===== config.mk =====
export PLATFORM = sky130hd
export DESIGN_NAME = crpc_controller
export DESIGN_NICKNAME = d
export VERILOG_FILES = /design/src/crpc_pkg.sv /design/src/crpc_controller.sv
export SDC_FILE = /design/constraint.sdc
export NUM_CORES = 1
export LEC_CHECK = 0
export ABC_AREA = 1
export BUFFER_PORTS_ARGS = -buffer_cell sky130_fd_sc_hd__buf_4
export CAP_MARGIN = 20
export CELL_PAD_IN_SITES_DETAIL_PLACEMENT = 1
export CELL_PAD_IN_SITES_GLOBAL_PLACEMENT = 2
export CORE_ASPECT_RATIO = 1.5
export CORE_MARGIN = 2
export CORE_UTILIZATION = 30
export CTS_CLUSTER_SIZE = 12
export DETAILED_ROUTE_END_ITERATION = 10
export GPL_ROUTABILITY_DRIVEN = 0
export GPL_TIMING_DRIVEN = 0
export PLACE_DENSITY = 0.84
export SYNTH_ARGS = -nofsm -noshare
export SYNTH_HDL_FRONTEND = slang
export SYNTH_SLANG_ARGS = --single-unit

===== constraint.sdc =====
create_clock -name pclk -period 3.1 [get_ports pclk]
set_input_delay 0 -clock pclk [delete_from_list [all_inputs] [get_ports pclk]]
set_output_delay 0 -clock pclk [all_outputs]
set_load 0.05 [all_outputs]

===== src/crpc_pkg.sv =====
`default_nettype none
package crpc_pkg;
  // -----------------------------------------------------------------
  // own register map (apb, one aligned word each)
  // -----------------------------------------------------------------
  localparam logic [7:0] REG_CTRL      = 8'h00;
  localparam logic [7:0] REG_MATCH_LO  = 8'h04;
  localparam logic [7:0] REG_MATCH_HI  = 8'h08;
  localparam logic [7:0] REG_STATUS    = 8'h0c;

  // ctrl fields
  localparam int CTRL_POWER_UP   = 0;
  localparam int CTRL_INIT_STATE = 1;
  localparam int CTRL_JTAG_TRST  = 2;
  localparam int CTRL_PIN_LOW    = 3;
  localparam int CTRL_STANDBY_GO = 4;
  localparam int CTRL_WAKE_EN    = 5;
  localparam int CTRL_W          = 6;
  localparam logic [CTRL_W-1:0] CTRL_RESET = 6'h01;

  // status fields
  localparam int ST_CORE_GOOD  = 0;
  localparam int ST_CORE_PU    = 1;
  localparam int ST_REG_EN     = 2;
  localparam int ST_WAKE_MATCH = 3;
  localparam int ST_BUSY       = 4;
  localparam int ST_REFUSED    = 5;
  localparam int ST_STANDBY    = 6;

  // -----------------------------------------------------------------
  // device rtc register map (byte port of the device)
  // -----------------------------------------------------------------
  localparam logic [7:0] RTC_MATCH_BASE = 8'h48;
  localparam logic [7:0] RTC_CTRL_STAT  = 8'h58;
  localparam int         RTC_MATCH_BYTES = 5;
  localparam int         RTC_MATCH_W     = 40;
  localparam int         RTC_CNTR_EN     = 6;
  localparam int         RTC_WAKE_EN     = 5;
  localparam int         RTC_RSTB_CNT    = 1;
  localparam int         RTC_XTAL_EN     = 0;

  // synchronised device outputs
  localparam int SYNC_W   = 4;
  localparam int IN_CORE_GOOD = 0;
  localparam int IN_CORE_PU   = 1;
  localparam int IN_REG_EN    = 2;
  localparam int IN_WAKE      = 3;

  typedef enum logic [3:0] {
    CRPC_IDLE    = 4'b0001,
    CRPC_WRITE   = 4'b0010,
    CRPC_DROP    = 4'b0100,
    CRPC_STANDBY = 4'b1000
  } crpc_state_t;

  typedef struct packed {
    logic user_power_up_request;
    logic initial_state_tieoff;
    logic jtag_trst;
    logic power_up_pin_n_out;
    logic power_up_pin_n_oe_n;
  } crpc_pins_t;

  typedef struct packed {
    logic       valid;
    logic [7:0] addr;
    logic [7:0] data;
  } crpc_rtc_wr_t;
endpackage : crpc_pkg
`default_nettype wire


===== src/crpc_controller.sv =====
// What this block does
// - drive power-up request 1 to enable; 0 disables only with pin released, trst low.
// - standby only from normal operation, after enabling the rtc counter.
// - load the 40-bit match value before removing core power.
// - standby entered by driving power-up request 0; rtc keeps running.
// - set wake-match enable beforehand so a match restarts the regulator.
// - crystal enable written 1 for standby so the counter stays clocked.
`timescale 1ns/10ps
`default_nettype none
module crpc_controller (
  input  wire logic                  pclk,
  input  wire logic                  presetn,
  input  wire logic                  psel,
  input  wire logic                  penable,
  input  wire logic                  pwrite,
  input  wire logic [7:0]            paddr,
  input  wire logic [31:0]           pwdata,
  output logic      [31:0]           prdata,
  output logic                       pready,
  output logic                       pslverr,
  output crpc_pkg::crpc_pins_t       pins,
  output crpc_pkg::crpc_rtc_wr_t     rtc_wr,
  input  wire logic                  core_good,
  input  wire logic                  core_power_up_out,
  input  wire logic                  regulator_enable_out,
  input  wire logic                  rtc_wake_match
);
  // -----------------------------------------------------------------
  // input synchronisers
  // -----------------------------------------------------------------
  logic [crpc_pkg::SYNC_W-1:0] raw_in;
  logic [crpc_pkg::SYNC_W-1:0] sync1_r;
  logic [crpc_pkg::SYNC_W-1:0] sync2_r;
  assign raw_in = {rtc_wake_match, regulator_enable_out, core_power_up_out, core_good};

  genvar gi;
  generate
    for (gi = 0; gi < crpc_pkg::SYNC_W; gi++) begin : g_sync
      always_ff @(posedge pclk or negedge presetn) begin
        if (!presetn) begin
          sync1_r[gi] <= 1'b0;
          sync2_r[gi] <= 1'b0;
        end else begin
          sync1_r[gi] <= raw_in[gi];
          sync2_r[gi] <= sync1_r[gi];
        end
      end
    end
  endgenerate

  logic core_good_s;
  logic reg_en_s;
  assign core_good_s = sync2_r[crpc_pkg::IN_CORE_GOOD];
  assign reg_en_s    = sync2_r[crpc_pkg::IN_REG_EN];

  // -----------------------------------------------------------------
  // apb slave
  // -----------------------------------------------------------------
  // one wait state so read data can leave a flip-flop
  logic                        pready_r, pready_nxt;
  logic [31:0]                 prdata_r, prdata_nxt;
  logic                        pslverr_r, pslverr_nxt;
  logic [crpc_pkg::CTRL_W-1:0] ctrl_r, ctrl_nxt;
  logic [crpc_pkg::RTC_MATCH_W-1:0] match_r, match_nxt;
  logic                        refused_r, refused_nxt;
  logic                        access;
  logic                        wr_hit;
  logic                        mapped;
  logic                        go;
  logic                        allowed;
  crpc_pkg::crpc_state_t       state_r, state_nxt;

  assign access = psel && penable && pready_r;
  assign mapped = (paddr == crpc_pkg::REG_CTRL) || (paddr == crpc_pkg::REG_MATCH_LO) ||
                  (paddr == crpc_pkg::REG_MATCH_HI) || (paddr == crpc_pkg::REG_STATUS);
  assign wr_hit = access && pwrite && mapped;
  assign go     = wr_hit && (paddr == crpc_pkg::REG_CTRL) && pwdata[crpc_pkg::CTRL_STANDBY_GO];
  // forced-on terms and a dark core both make standby pointless
  assign allowed = !ctrl_r[crpc_pkg::CTRL_JTAG_TRST] && !ctrl_r[crpc_pkg::CTRL_PIN_LOW] &&
                   core_good_s && reg_en_s;

  logic [31:0] status_word;
  always_comb begin
    status_word = 32'h0000_0000;
    status_word[crpc_pkg::ST_CORE_GOOD]  = core_good_s;
    status_word[crpc_pkg::ST_CORE_PU]    = sync2_r[crpc_pkg::IN_CORE_PU];
    status_word[crpc_pkg::ST_REG_EN]     = reg_en_s;
    status_word[crpc_pkg::ST_WAKE_MATCH] = sync2_r[crpc_pkg::IN_WAKE];
    status_word[crpc_pkg::ST_BUSY]       = (state_r != crpc_pkg::CRPC_IDLE);
    status_word[crpc_pkg::ST_REFUSED]    = refused_r;
    status_word[crpc_pkg::ST_STANDBY]    = (state_r == crpc_pkg::CRPC_STANDBY);
  end

  always_comb begin
    pready_nxt  = psel && penable && !pready_r;
    pslverr_nxt = psel && penable && !pready_r && !mapped;
    prdata_nxt  = prdata_r;
    if (psel && penable && !pready_r && !pwrite) begin
      case (paddr)
        crpc_pkg::REG_CTRL:     prdata_nxt = {26'h000_0000, ctrl_r};
        crpc_pkg::REG_MATCH_LO: prdata_nxt = match_r[31:0];
        crpc_pkg::REG_MATCH_HI: prdata_nxt = {24'h00_0000, match_r[39:32]};
        crpc_pkg::REG_STATUS:   prdata_nxt = status_word;
        default:                prdata_nxt = 32'h0000_0000;
      endcase
    end
    ctrl_nxt  = ctrl_r;
    match_nxt = match_r;
    if (wr_hit) begin
      case (paddr)
        crpc_pkg::REG_CTRL:     ctrl_nxt = pwdata[crpc_pkg::CTRL_W-1:0];
        crpc_pkg::REG_MATCH_LO: match_nxt[31:0] = pwdata;
        crpc_pkg::REG_MATCH_HI: match_nxt[39:32] = pwdata[7:0];
        default:                ctrl_nxt = ctrl_r;
      endcase
    end
    // go is a strobe, never stored
    ctrl_nxt[crpc_pkg::CTRL_STANDBY_GO] = 1'b0;
    refused_nxt = refused_r;
    if (wr_hit && (paddr == crpc_pkg::REG_STATUS) && pwdata[crpc_pkg::ST_REFUSED]) begin
      refused_nxt = 1'b0;
    end
    // a refusal in the clearing cycle wins
    if (go && (state_r == crpc_pkg::CRPC_IDLE) && !allowed) begin
      refused_nxt = 1'b1;
    end
  end

  always_ff @(posedge pclk or negedge presetn) begin
    if (!presetn) begin
      pready_r  <= 1'b0;
      pslverr_r <= 1'b0;
      prdata_r  <= 32'h0000_0000;
      ctrl_r    <= crpc_pkg::CTRL_RESET;
      match_r   <= 40'h00_0000_0000;
      refused_r <= 1'b0;
    end else begin
      pready_r  <= pready_nxt;
      pslverr_r <= pslverr_nxt;
      prdata_r  <= prdata_nxt;
      ctrl_r    <= ctrl_nxt;
      match_r   <= match_nxt;
      refused_r <= refused_nxt;
    end
  end

  assign pready  = pready_r;
  assign pslverr = pslverr_r;
  assign prdata  = prdata_r;

  // -----------------------------------------------------------------
  // standby sequencer
  // -----------------------------------------------------------------
  logic [2:0]              idx_r, idx_nxt;
  crpc_pkg::crpc_rtc_wr_t  rtc_r, rtc_nxt;
  crpc_pkg::crpc_pins_t    pins_r, pins_nxt;
  logic [7:0]              rtc_ctrl_byte;

  always_comb begin
    rtc_ctrl_byte = 8'h00;
    rtc_ctrl_byte[crpc_pkg::RTC_CNTR_EN]  = 1'b1;
    rtc_ctrl_byte[crpc_pkg::RTC_RSTB_CNT] = 1'b1;
    rtc_ctrl_byte[crpc_pkg::RTC_XTAL_EN]  = 1'b1;
    rtc_ctrl_byte[crpc_pkg::RTC_WAKE_EN]  = ctrl_r[crpc_pkg::CTRL_WAKE_EN];
  end

  always_comb begin
    state_nxt = state_r;
    idx_nxt   = idx_r;
    rtc_nxt   = '0;
    case (state_r)
      crpc_pkg::CRPC_IDLE: begin
        idx_nxt = 3'h0;
        if (go && allowed) begin
          state_nxt = crpc_pkg::CRPC_WRITE;
        end
      end
      crpc_pkg::CRPC_WRITE: begin
        // match bytes low first, then control/status last
        rtc_nxt.valid = 1'b1;
        if (idx_r < 3'(crpc_pkg::RTC_MATCH_BYTES)) begin
          rtc_nxt.addr = crpc_pkg::RTC_MATCH_BASE + {5'h00, idx_r};
          rtc_nxt.data = match_r[idx_r*8 +: 8];
          idx_nxt      = idx_r + 3'h1;
        end else begin
          rtc_nxt.addr = crpc_pkg::RTC_CTRL_STAT;
          rtc_nxt.data = rtc_ctrl_byte;
          state_nxt    = crpc_pkg::CRPC_DROP;
        end
      end
      crpc_pkg::CRPC_DROP: begin
        // wait until the device has really gone dark
        if (!reg_en_s) begin
          state_nxt = crpc_pkg::CRPC_STANDBY;
        end
      end
      crpc_pkg::CRPC_STANDBY: begin
        if (reg_en_s) begin
          state_nxt = crpc_pkg::CRPC_IDLE;
        end
      end
      default: state_nxt = crpc_pkg::CRPC_IDLE;
    endcase
  end

  always_comb begin
    pins_nxt = '0;
    pins_nxt.initial_state_tieoff = ctrl_r[crpc_pkg::CTRL_INIT_STATE];
    pins_nxt.jtag_trst            = ctrl_r[crpc_pkg::CTRL_JTAG_TRST];
    pins_nxt.power_up_pin_n_out   = 1'b0;
    // open drain: pull low or release to the weak pull-up
    pins_nxt.power_up_pin_n_oe_n  = !ctrl_r[crpc_pkg::CTRL_PIN_LOW];
    // request held low from the last rtc write until wake
    if ((state_nxt == crpc_pkg::CRPC_DROP) || (state_nxt == crpc_pkg::CRPC_STANDBY)) begin
      pins_nxt.user_power_up_request = 1'b0;
    end else if (state_nxt == crpc_pkg::CRPC_WRITE) begin
      pins_nxt.user_power_up_request = 1'b1;
    end else begin
      pins_nxt.user_power_up_request = ctrl_r[crpc_pkg::CTRL_POWER_UP];
    end
  end

  always_ff @(posedge pclk or negedge presetn) begin
    if (!presetn) begin
      state_r <= crpc_pkg::CRPC_IDLE;
      idx_r   <= 3'h0;
      rtc_r   <= '0;
      pins_r  <= '{user_power_up_request: 1'b1, initial_state_tieoff: 1'b0,
                   jtag_trst: 1'b0, power_up_pin_n_out: 1'b0, power_up_pin_n_oe_n: 1'b1};
    end else begin
      state_r <= state_nxt;
      idx_r   <= idx_nxt;
      rtc_r   <= rtc_nxt;
      pins_r  <= pins_nxt;
    end
  end

  assign pins   = pins_r;
  assign rtc_wr = rtc_r;
endmodule : crpc_controller
`default_nettype wire


# After elaboration in Yosys (flattened, before gate mapping)
# Cells that the tools add are included.
# word_totals
reg_bits	116
inputBits	49
wordCells	88
# op_classes
addsub	2
order_cmp	1
n_eq_ne	12
shifts	1
n_mux	14
n_reduce_logical	34
# op_table
op	count
one-hot mux 32 bit (4 select lines)	1
indexed part select 40 x 7 -> 8 bit	1
logical AND 1 bit	17
2-to-1 mux 17 bit	1
equality test 8 x 4 -> 1 bit (second input constant)	2
2-to-1 mux 16 bit	1
2-to-1 mux 4 bit	4
one-hot mux 4 bit (4 select lines)	1
adder 7 x 3 -> 8 bit (first input constant)	1
equality test 4 x 2 -> 1 bit (second input constant)	2
equality test 4 x 3 -> 1 bit (second input constant)	2
equality test 4 bit (second input constant)	2
equality test 8 x 3 -> 1 bit (second input constant)	1
zero test 8 bit	1
AND reduction 2 bit	4
zero test 1 bit	6
one-hot mux 3 bit (2 select lines)	1
equality test 4 x 1 -> 1 bit (second input constant)	1
logical OR 1 bit	4
2-to-1 mux 1 bit	4
inequality test 4 x 1 -> 1 bit (second input constant)	1
nonzero test 2 bit	2
adder 3 x 1 -> 3 bit (second input constant)	1
less-than comparator 3 bit (second input constant)	1
other kinds (2)	2

# Depth between registers and ports, before layout
# Gate-level depths: netlist of run 1.
# logic_depth
word_depth	13
ltp_mapped	10
mapped_depth_nobuf	9

# Worst setup path before layout of run 1
# No wires, ideal clock.
# synth_path
kind	flip-flop to flip-flop
startpoint	reg pready_r, in the netlist pready
endpoint	reg match_r[32] (netlist name)
setup_time_ns	0.131
arrival_ns	1.522
setup_slack_ns	1.447
stages_incl_launch_ff	7
path_cell_list	dfrtp_1 > nand2_1 > nor2_2 > nand2_1 > clkbuf_1 > nand2_1 > o21ai_0
# synth_between
elab_chain_cells	4
# synth_lines
item	line_no	text
start: declaration	crpc_controller.sv:60	logic pready_r, pready_nxt;
start signal: assignment	crpc_controller.sv:138	pready_r <= pready_nxt;
logical AND 1 bit	crpc_controller.sv:73	assign access = psel && penable && pready_r;
logical AND 1 bit (2 in a row)	crpc_controller.sv:76	assign wr_hit = access && pwrite && mapped;
AND reduction 2 bit (no source line)	n/a	
end signal: assignment	crpc_controller.sv:142	match_r <= match_nxt;
end: declaration	crpc_controller.sv:64	logic [crpc_pkg::RTC_MATCH_W-1:0] match_r, match_nxt;
# No other way between the ends.
# A chain may end at the register's enable or synchronous reset.

# Final worst setup path of run 1
# layout_path
startpoint	reg pready_r, in the netlist pready
endpoint	reg match_r[35] (netlist name)
# Same word-level chain as after synthesis.

==> results of run 1 <==
==> cells in the final DEF (no fill, tap or decap), types with 3 or more instances in the layout <==
master	count
nand2_1	144
buf_4	108
dfrtp_1	108
nand3_1	53
inv_1	42
o21ai_0	40
dlygate4sd3_1	38
nor2_1	34
a21oi_1	26
o21ai_1	14
clkbuf_1	14
clkbuf_16	9
nand4_1	7
buf_2	7
o21ai_2	5
o211ai_1	4
a31oi_1	4
dfstp_2	4
inv_2	3
conb_1	3
inv_6	3
==> worst paths after layout <==
kind,startpoint,to,slack [ns]
max,pready,match_r[35],1.31
min,penable,pready,0.03
max reg2reg,pready,match_r[35],1.31
min reg2reg,sync1_r[2],reg_en_s,0.35
max in group asynchronous,presetn,ctrl_r[0],2.06
min in group asynchronous,presetn,sync1_r[2],0.28
==> kinds of logic after synthesis <==
| kind of cell | after synthesis | synth area share [%] |
|---|---|---|
| and+or+nand+nor | 248 | 22.6 |
| adders and majority gates | 1 | 0.264 |
| DFF | 112 | 59.2 |
| buffers and inverters | 74 | 6.91 |
| other | 1 | 0.0790 |
| AOI/OAI and AO/OA | 96 | 11.0 |
==> area by class of cell <==
cell class                      instances  area, um^2
Buffer                                 29         159
Clock buffer                           10         229
Clock inverter                          6        66.3
Fill cell                            1883        9090
Inverter                               45         169
Multi-Input combinational cell        348        1620
Sequential cell                       112        2810
Tap cell                              203         254
Timing Repair Buffer                  140        1170
==> metal layers <==
metal | part of all wire (%) | up-vias
li1 | - | 2028
met5 | 0 | -
met2 | 56 | 89
met3 | 2.6 | 22
met4 | 2.4 | 0
met1 | 39 | 2096
==> metrics by stage <==
stage / cells / util (%) / cell area, um^2
2_1_floorplan: 534 / - / 4750
3_3_place_gp: 838 / 37.1 / 5760
3_5_place_dp: 839 / 37.2 / 5790
4_1_cts: 893 / 41.6 / 6470
5_1_grt: 893 / 41.6 / 6470
6_report: 893 / 41.6 / 6470
==> registers in the layout, indices dropped and copies added, names as in the netlist <==
signal	cells
core_good_s	1
pready	1
ctrl_r	5
rtc_wr	13
match_r	40
pslverr	1
reg_en_s	1
prdata	32
state_r	4
refused_r	1
status_word	2
idx_r	3
sync1_r	4
pins	4
==> where the power goes <==
group / switching (mW) / internal [mW] / total (mW)
logic: 0.0973 / 0.0875 / 0.185
clock network: 0.533 / 0.634 / 1.17
registers: 0.00686 / 1.47 / 1.48
total: 0.637 / 2.19 / 2.83
==> worst register-to-register path, stage by stage (launching register included) <==
cell,delay [ns]
dfrtp_1,0.43
nand2_1,0.09
nor2_2,0.36
nand2_1,0.29
clkbuf_1,0.28
o21ai_0,0.25
==> what timing repair did <==
item / 4_1_cts / 5_1_grt
setup endpoints to repair: 0 / 0
hold buffers: 38 / 0
hold endpoints to repair: 108 / 0
==> run metrics, run 1 <==
clock root buffer=clkbuf_16; number of optimization iterations in the first detailed-route pass=4; total die area=0.0169 mm^2; pin count of the biggest net entering global routing=64; std cell rows=56; distinct cell type count of the synthesized netlist=30; wire length per cell=16.4 um; placeable core region=0.0156 mm^2; worst hold slack=0.0323 ns; most used routing layer in global routing=met2; sum of routed wire length over all layers=14.6 mm; Seq/Total Area, Yosys=59.2%; Reg2Reg Depth=5; largest cells by area after synthesis=dfrtp_1, nand2_1, nand3_1; Global Route Usage Sum=17.9%; required arrival time at the worst endpoint=3.35 ns; outcome=completed; Worst path top cell family by delay=simple AND/OR/NAND/NOR gates; Total Nets Final=735; Diodes inserted=0; flip-flop cell with the highest count after synthesis=dfrtp_1; GRT met1 Usage=19.4%; crit path DAT=2.04 ns; number of nets with antenna violations after routing=0; headroom to the max-slew limit=46.5%; critical path capture point type=flop; maximum buffer depth of the clock tree=2; max-capacitance violation count=0; highest ir drop seen on vdd=0.244 mV; detailed-placement wirelength estimate=11.2 mm; clock tree sinks=112; min setup slack post-route=1.31 ns; final worst-path cycle share=57.9%; routed via count divided by cell count=4.74; number of top-level design ports=105; Leak=3.32 nW; synthesis warning total=0; count of cells resized by post-cts repair=0; met2 demand-to-capacity share in global routing=34.5%; number of failing hold endpoints at the final stage=0; sum of negative setup slack=0 ns; GR Layer Usage met3=2.59%; minimum clock period after layout=1.79 ns; worst setup skew after layout=0.00758 ns; Die Y=158 um; count of buffers inserted at the top-level ports=101; Initial Util=30.5%; classification of the worst setup path=flop to flop; vias in the first global route=4633; clock buffer count from CTS=9; Max Freq=0.557 GHz; HP Class=input pin to flop; most frequent cells after synthesis=nand2_1, dfrtp_1, nand3_1; number of buffers and inverters on the critical path=1; crit path max-delay cell type=dfrtp_1; top-area cell type share of the netlist area=57.0%; remaining global-route overflow=0; crit path cell chain=nand2_1 -> nor2_2 -> nand2_1 -> clkbuf_1 -> o21ai_0; share of post-route cells with drive strength above 1=22.2%; startpoint kind of the worst setup timing path=flop; library cell occupying the most area in the post-synthesis netlist=dfrtp_1; max-slew violation total from the final report=0; slew at the pin with the worst max-slew slack=0.802 ns; unrepaired setup endpoints after global routing=no; vias after detailed routing=4235; initial antenna violation count=0; area grow syn2layout=36.3%; Total Power Consumption=2.83 mW; number of stages on the worst hold path=3; biggest cell delay along the critical path=0.43 ns; starting DRC count in detailed routing=129; flop and latch count out of synthesis=112; Avg Synthesized Cell Area=8.92 um^2; CP Max Fanout=10; first-pass GRT wire length=23.4 mm; setup slack at placement=1.34 ns; cell with the most instances after synthesis=nand2_1; cell count along the critical path=5; Mapped Cells=532; number of remaining DRC errors=0; power density over the cells=437 mW/mm^2; most used cell along the critical path=nand2_1; # H-tree levels=3; worst-skew pair later-pin latency=0.35 ns; ys async rst share=100%; summed instance area of the synthesized netlist=0.00474 mm^2; post-CTS setup repair buffer count=0; setup-violating endpoint count in the final report=0; width of the chip=107 um; Clock Pin Slew Worst Setup and Hold Paths=0.07 ns; number of enable-type register cells in the synthesized netlist=0; clock tree from TritonCTS=yes
Power figures use the tool's default switching activity.
==> run 2, diff against run 1 <==
Settings changed: ABC_AREA 1 to 0, PLACE_DENSITY 0.84 to 0.76.
Clock period 3.1 ns to 1.7 ns, I/O delays scaled along.
==> run 2 against run 1 <==
The run now ends with negative setup slack left. Clock power grew 82%. Worst setup slack lost 1.4 ns. Flip-flop and latch count is the same. Non-clock buffer count grew 5. Sequential power grew 82%. Die area shrank 1.6%. Synthesized area shrank 1.7%. Power grew 83%. Critical endpoint is now prdata[9]. Largest cell class unchanged. Largest power group unchanged. Highest routed layer unchanged.
==> run metrics, run 2 <==
Avg Synthesized Cell Area=13.7 um^2 (+53%); initial antenna violation count=0 (unchanged); detailed-placement wirelength estimate=9.59 mm (-15%); placed instance area=0.00575 mm^2 (-0.69%); critical path capture point type=flop; largest cells by area after synthesis=dfrtp_1, mux2_2, mux4_2; Leak=3.18 nW (-4.2%); flop and latch count out of synthesis=112 (unchanged); most frequent cells after synthesis=dfrtp_1, mux2_2, a22o_1; startpoint kind of the worst setup timing path=flop; Total Nets Final=551 (-25%); core utilization of the finished layout=44.2% (+2.7 points); library cell occupying the most area in the post-synthesis netlist=dfrtp_1; max-capacitance violation count=0 (unchanged); most frequent standard cell in the layout excluding fill and tap cells=buf_4; final worst-path cycle share=103% (+45 points); # H-tree levels=3 (unchanged); summed instance area of the synthesized netlist=0.00467 mm^2 (-1.7%); cell with the most instances after synthesis=dfrtp_1; wire length per cell=19.2 um (+17%); placeable core region=0.0151 mm^2 (-2.7%); clock tree from TritonCTS=yes; number of top-level design ports=105 (unchanged); synthesis warning total=0 (unchanged); first-pass GRT wire length=21.9 mm (-6.6%); flip-flop cell with the highest count after synthesis=dfrtp_1; CP Max Fanout=4 (-6); clock buffer count from CTS=9 (unchanged); max-slew violation total from the final report=0 (unchanged); worst setup skew after layout=0.00461 ns (-0.00298 ns); highest ir drop seen on vdd=0.479 mV (+96%); required arrival time at the worst endpoint=1.99 ns (-1.36 ns); ys async rst share=100% (unchanged); number of placed instances with taps included=644 (-23%); remaining global-route overflow=0 (unchanged); setup-violating endpoint count in the final report=15 (+15); top-area cell type share of the netlist area=57.9% (+0.96 points); headroom to the max-slew limit=51.3% (+4.8 points); Die Y=157 um (-0.81%); worst-skew pair later-pin latency=0.35 ns (about the same); minimum clock period after layout=1.74 ns (-0.0497 ns); Max Freq=0.573 GHz (+2.8%); area of all placed cells without fillers=0.00670 mm^2 (+3.5%); share of post-route cells with drive strength above 1=46.8% (+25 points); routed via count divided by cell count=4.86 (+2.4%); Diodes inserted=0 (unchanged); HP Class=input pin to flop; number of flip-flops in the largest register=40 (unchanged); sum of routed wire length over all layers=13.5 mm (-7.5%); unrepaired setup endpoints after global routing=yes; width of the chip=106 um (-0.80%); slew at the pin with the worst max-slew slack=0.730 ns (-0.0721 ns); std cell rows=55 (-1.8%); maximum buffer depth of the clock tree=2 (unchanged); number of optimization iterations in the first detailed-route pass=4 (unchanged); total die area=0.0166 mm^2 (-1.6%); number of enable-type register cells in the synthesized netlist=0 (unchanged); commonest non-fill, non-tap cells in the layout=buf_4, dfrtp_1, dlygate4sd3_1; Seq/Total Area, Yosys=60.2% (+1.0 points); number of failing hold endpoints at the final stage=0 (unchanged); min setup slack post-route=-0.0450 ns (-1.35 ns); number of nets with antenna violations after routing=0 (unchanged); clock tree sinks=112 (unchanged); sum of negative setup slack=-0.387 ns (-0.387 ns); classification of the worst setup path=flop to flop; power density over the cells=773 mW/mm^2 (+77%); outcome=complete, but fails checks; count of placed standard cells in the final layout, fillers left out=705 (-21%); Clock Pin Slew Worst Setup and Hold Paths=0.07 ns (about the same); violations in the final reports=negative setup slack; register with the most flip-flops=match_r; distinct cell type count of the synthesized netlist=48 (+60%); Total Power Consumption=5.18 mW (+83%); Initial Util=30.8% (+0.32 points); count of buffers inserted at the top-level ports=101 (unchanged); pin count of the biggest net entering global routing=58 (-9.4%); vias in the first global route=3902 (-16%); number of remaining DRC errors=0 (unchanged); Mapped Cells=341 (-36%); clock root buffer=clkbuf_16; vias after detailed routing=3424 (-19%); area grow syn2layout=43.5%; crit path DAT=2.04 ns (about the same); Global Route Usage Sum=17.4% (-0.48 points); starting DRC count in detailed routing=146 (+13%)
[run 2: changes by cell type after synthesis, sizes merged, moves of 13 or more]
cell   change
a21oi     -18
mux2      +44
a22o      +25
nand2    -131
nor2      -19
o21ai     -43
inv       -38
mux4      +13
nand3     -43
[run 2: worst max-delay path, cell delays in order (launching register included)]
cell,delay (ns)
dfrtp_2,0.43
nand4bb_4,0.20
or3_4,0.40
nor3b_4,0.18
buf_6,0.17
buf_6,0.12
buf_6,0.10
a22o_4,0.09
[run 2: power by group]
group	leakage, nW	internal, mW	switching (mW)
Sequential	1.52	2.68	0.0118
Combinational	1.52	0.181	0.171
Clock	0.141	1.19	0.942
[run 2: final timing paths]
kind,slack (ns),start,to,cells after the start
worst max-delay path,-0.04,pready,prdata[9],7
worst min-delay path,0.15,paddr[0],pslverr,4
max in group asynchronous,0.66,presetn,pins[4],3
worst max register to register,-0.04,pready,prdata[9],7
worst min register to register,0.35,sync1_r[3],status_word[3],0
min in group asynchronous,0.25,presetn,match_r[22],2
[run 2: layer usage]
layer | up-vias | wire length, um | global-route usage (%)
met4 | 0 | 302 | 6.58
met1 | 1775 | 5240 | 20.1
met5 | - | 0 | 0
met2 | 84 | 7560 | 32.3
li1 | 1544 | - | -
met3 | 21 | 422 | 2.83
[run 2: repair_timing]
item                                    4_1_cts  5_1_grt
hold buffers                                 39        0
pin swaps                                     7        6
buffers inserted                             10        3
cloned                                        1        0
hold endpoints to repair                    108        0
endpoints found under the setup margin       81       60
gates resized for setup                      36       11
[run 2: cell families (layout without fill, tap and decap cells)]
kind of cell             Yosys count  in the layout  share of synthesized area, %
multiplexers                      58             58                          17.1
AND/OR/NAND/NOR                   73             73                          8.88
buffers and inverters             34            197                          3.94
AO/OA/AOI/OAI                     61             61                          9.36
XOR/XNOR                           1              1                         0.188
other                              1              3                        0.0804
adder cells (fa/ha/maj)            1              1                         0.268
flip-flops                       112            112                          60.2
[run 2: final cells by class]
type / count / area, um^2
flip-flops and latches: 112 / 2810
fillers: 1606 / 8440
clock inverters: 2 / 38.8
clock buffers: 14 / 254
well taps: 199 / 249
multi-input cells: 197 / 1840
inverters: 7 / 26.3
plain buffers: 20 / 149
repair buffers: 154 / 1330
[run 2: per-stage QoR]
| step | hold slack [ns] | setup WS, ns |
|---|---|---|
| floorplan | -0.296 | -0.238 |
| global placement | 0.112 | -0.361 |
| detailed placement | 0.108 | -0.383 |
| CTS | 0.0969 | -0.207 |
| global route | 0.136 | -0.116 |
| finish | 0.151 | -0.0450 |
==> run 3, diff against run 2 <==
Settings changed: RECOVER_POWER set to 100, REMOVE_ABC_BUFFERS set to 1.
==> run 3 against run 2 <==
The flow still finishes with violations (negative setup slack). Via count up 0.47%. Maximum frequency up 1.8%. Clock-buffer cell count down 1. Hold slack worse by 0.039 ns. Wire length up 1.9%. Combinational power about the same. Sequential power about the same. Critical endpoint is now match_r[38].
==> run metrics, run 3 (same netlist as run 2, synthesis figures left out) <==
startpoint kind of the worst setup timing path=flop; number of remaining DRC errors=0 (unchanged); required arrival time at the worst endpoint=1.93 ns (-0.06 ns); first-pass GRT wire length=22.0 mm (+0.41%); std cell rows=55 (unchanged); Die Y=157 um (unchanged); # H-tree levels=3 (unchanged); power density over the cells=813 mW/mm^2 (+5.2%); filler cell count=1642 (+2.2%); violations in the final reports=negative setup slack; Initial Util=30.8% (unchanged); placeable core region=0.0151 mm^2 (unchanged); sum of routed wire length over all layers=13.8 mm (+1.9%); slew at the pin with the worst max-slew slack=1.28 ns (+0.546 ns); number of top-level design ports=105 (unchanged); Clock Pin Slew Worst Setup and Hold Paths=0.07 ns (about the same); outcome=complete, but fails checks; width of the chip=106 um (unchanged); number of flip-flops in the largest register=40 (unchanged); max-capacitance violation count=0 (unchanged); most frequent standard cell in the layout excluding fill and tap cells=dfrtp_1; min setup slack post-route=-0.0135 ns (+0.0315 ns); unrepaired setup endpoints after global routing=yes; crit path DAT=1.94 ns (-0.10 ns); clock buffer count from CTS=9 (unchanged); Global Route Usage Sum=17.4% (about the same); worst hold slack=0.111 ns (-0.0395 ns); Max Freq=0.584 GHz (+1.8%); wire length per cell=19.8 um (+3.2%); number of nets with antenna violations after routing=0 (unchanged); final worst-path cycle share=101% (-1.9 points); critical path capture point type=flop; vias in the first global route=3859 (-1.1%); Diodes inserted=0 (unchanged); crit path max-delay cell type=dfrtp_1; clock tree sinks=112 (unchanged); classification of the worst setup path=flop to flop; CP Max Fanout=7 (+3); count of buffers inserted at the top-level ports=101 (unchanged); initial antenna violation count=0 (unchanged); vias after detailed routing=3440 (+0.47%); commonest non-fill, non-tap cells in the layout=dfrtp_1, buf_4, clkbuf_1; share of post-route cells with drive strength above 1=34.6% (-12 points); Total Nets Final=542 (-1.6%); placed instance area=0.00561 mm^2 (-2.5%); area grow syn2layout=37.1%; routed via count divided by cell count=4.94 (+1.8%); total die area=0.0166 mm^2 (unchanged); number of failing hold endpoints at the final stage=0 (unchanged); number of optimization iterations in the first detailed-route pass=4 (unchanged); highest ir drop seen on vdd=0.454 mV (-5.2%); pin count of the biggest net entering global routing=58 (unchanged); worst setup skew after layout=0.00734 ns (+0.00273 ns); clock tree from TritonCTS=yes; headroom to the max-slew limit=14.9% (-36 points); area of all placed cells without fillers=0.00640 mm^2 (-4.4%); HP Class=input pin to flop; setup-violating endpoint count in the final report=6 (-9); detailed-placement wirelength estimate=8.71 mm (-9.2%); worst-skew pair later-pin latency=0.34 ns (about the same); register with the most flip-flops=match_r; maximum buffer depth of the clock tree=2 (unchanged); Leak=2.94 nW (-7.7%); minimum clock period after layout=1.71 ns (-0.0315 ns); max-slew violation total from the final report=0 (unchanged); starting DRC count in detailed routing=104 (-29%); crit path cell chain=buf_4 -> and4_4 -> nand3_4 -> nor3b_4 -> buf_12 -> mux2_2; clock root buffer=clkbuf_16; remaining global-route overflow=0 (unchanged); biggest cell delay along the critical path=0.37 ns (-0.06 ns)
run 3: changes by cell type in the layout (fill, tap and decap cells not counted), sizes merged:
cell | previous run | this run
clkbuf | 22 | 70
nor3b | 5 | 6
buf | 127 | 67
bufbuf | 0 | 1
clkinv | 1 | 2
run 3: worst max-delay path, delay by kind of cell, from the launching register on:
| kind | cells | cell delay (ns) |
|---|---|---|
| multiplexers | 1 | 0.33 |
| buffers and inverters | 2 | 0.29 |
| AND/OR/NAND/NOR | 3 | 0.60 |
| flip-flops | 1 | 0.37 |
run 3: metal layers:
| metal | global-route usage, % | wire length (um) | vias up | part of all wire (%) |
|---|---|---|---|---|
| li1 | - | - | 1535 | - |
| met2 | 32.3 | 7600 | 85 | 55 |
| met4 | 6.89 | 269 | 0 | 2.0 |
| met5 | 0 | 0 | - | 0 |
| met1 | 20.3 | 5490 | 1803 | 40 |
| met3 | 2.21 | 421 | 17 | 3.1 |
run 3: worst paths after layout:
kind                       startpoint  slack, ns  cells past startpoint     endpoint
min in group asynchronous     presetn       0.46                      2  match_r[22]
hold reg to reg            sync1_r[0]       0.35                      0  core_good_s
max in group asynchronous     presetn       0.27                      3      pins[0]
setup / recovery               pready      -0.01                      6  match_r[38]
setup reg to reg               pready      -0.01                      6  match_r[38]
hold / removal               paddr[0]       0.11                      4      pslverr
run 3: timing repair:
item	CTS	global route
hold buffers	39	0
gates cloned	3	0
setup buffers	15	7
endpoints found under the hold margin	109	0
gates resized for setup	18	16
endpoints found under the setup margin	60	45
pin swaps	6	11
run 3: layout make-up:
cell class | count | area, um^2 | share of cell area, %
clock buffer | 13 | 260 | 4.07
clock inverter | 3 | 40.0 | 0.626
inverter | 7 | 26.3 | 0.411
multi-input combinational | 198 | 1800 | 28.1
sequential | 112 | 2820 | 44.1
tap | 199 | 249 | 3.89
timing repair buffer | 164 | 1200 | 18.8
run 3: metrics by stage:
step / cells / setup TNS (ns) / worst slack (ns) / utilization, % / power, mW
after global placement: 616 / -123.79 / -2.64 / 36.5 / 2.98
after detailed placement: 619 / -48.70 / -1.57 / 37.0 / 3.01
after CTS: 692 / -4.33 / -0.230 / 43.4 / 5.28
final: 696 / -0.0507 / -0.0135 / 42.3 / 5.20
after floorplan: 316 / -61.54 / -1.36 / - / 2.80
after global routing: 696 / -0.863 / -0.0526 / 42.3 / 5.42
run 3: report_power, final:
part	total, mW	switching, mW	internal, mW	leakage [nW]
combinational	0.351	0.173	0.177	1.27
sequential	2.69	0.00965	2.68	1.52
clock	2.16	0.943	1.22	0.150
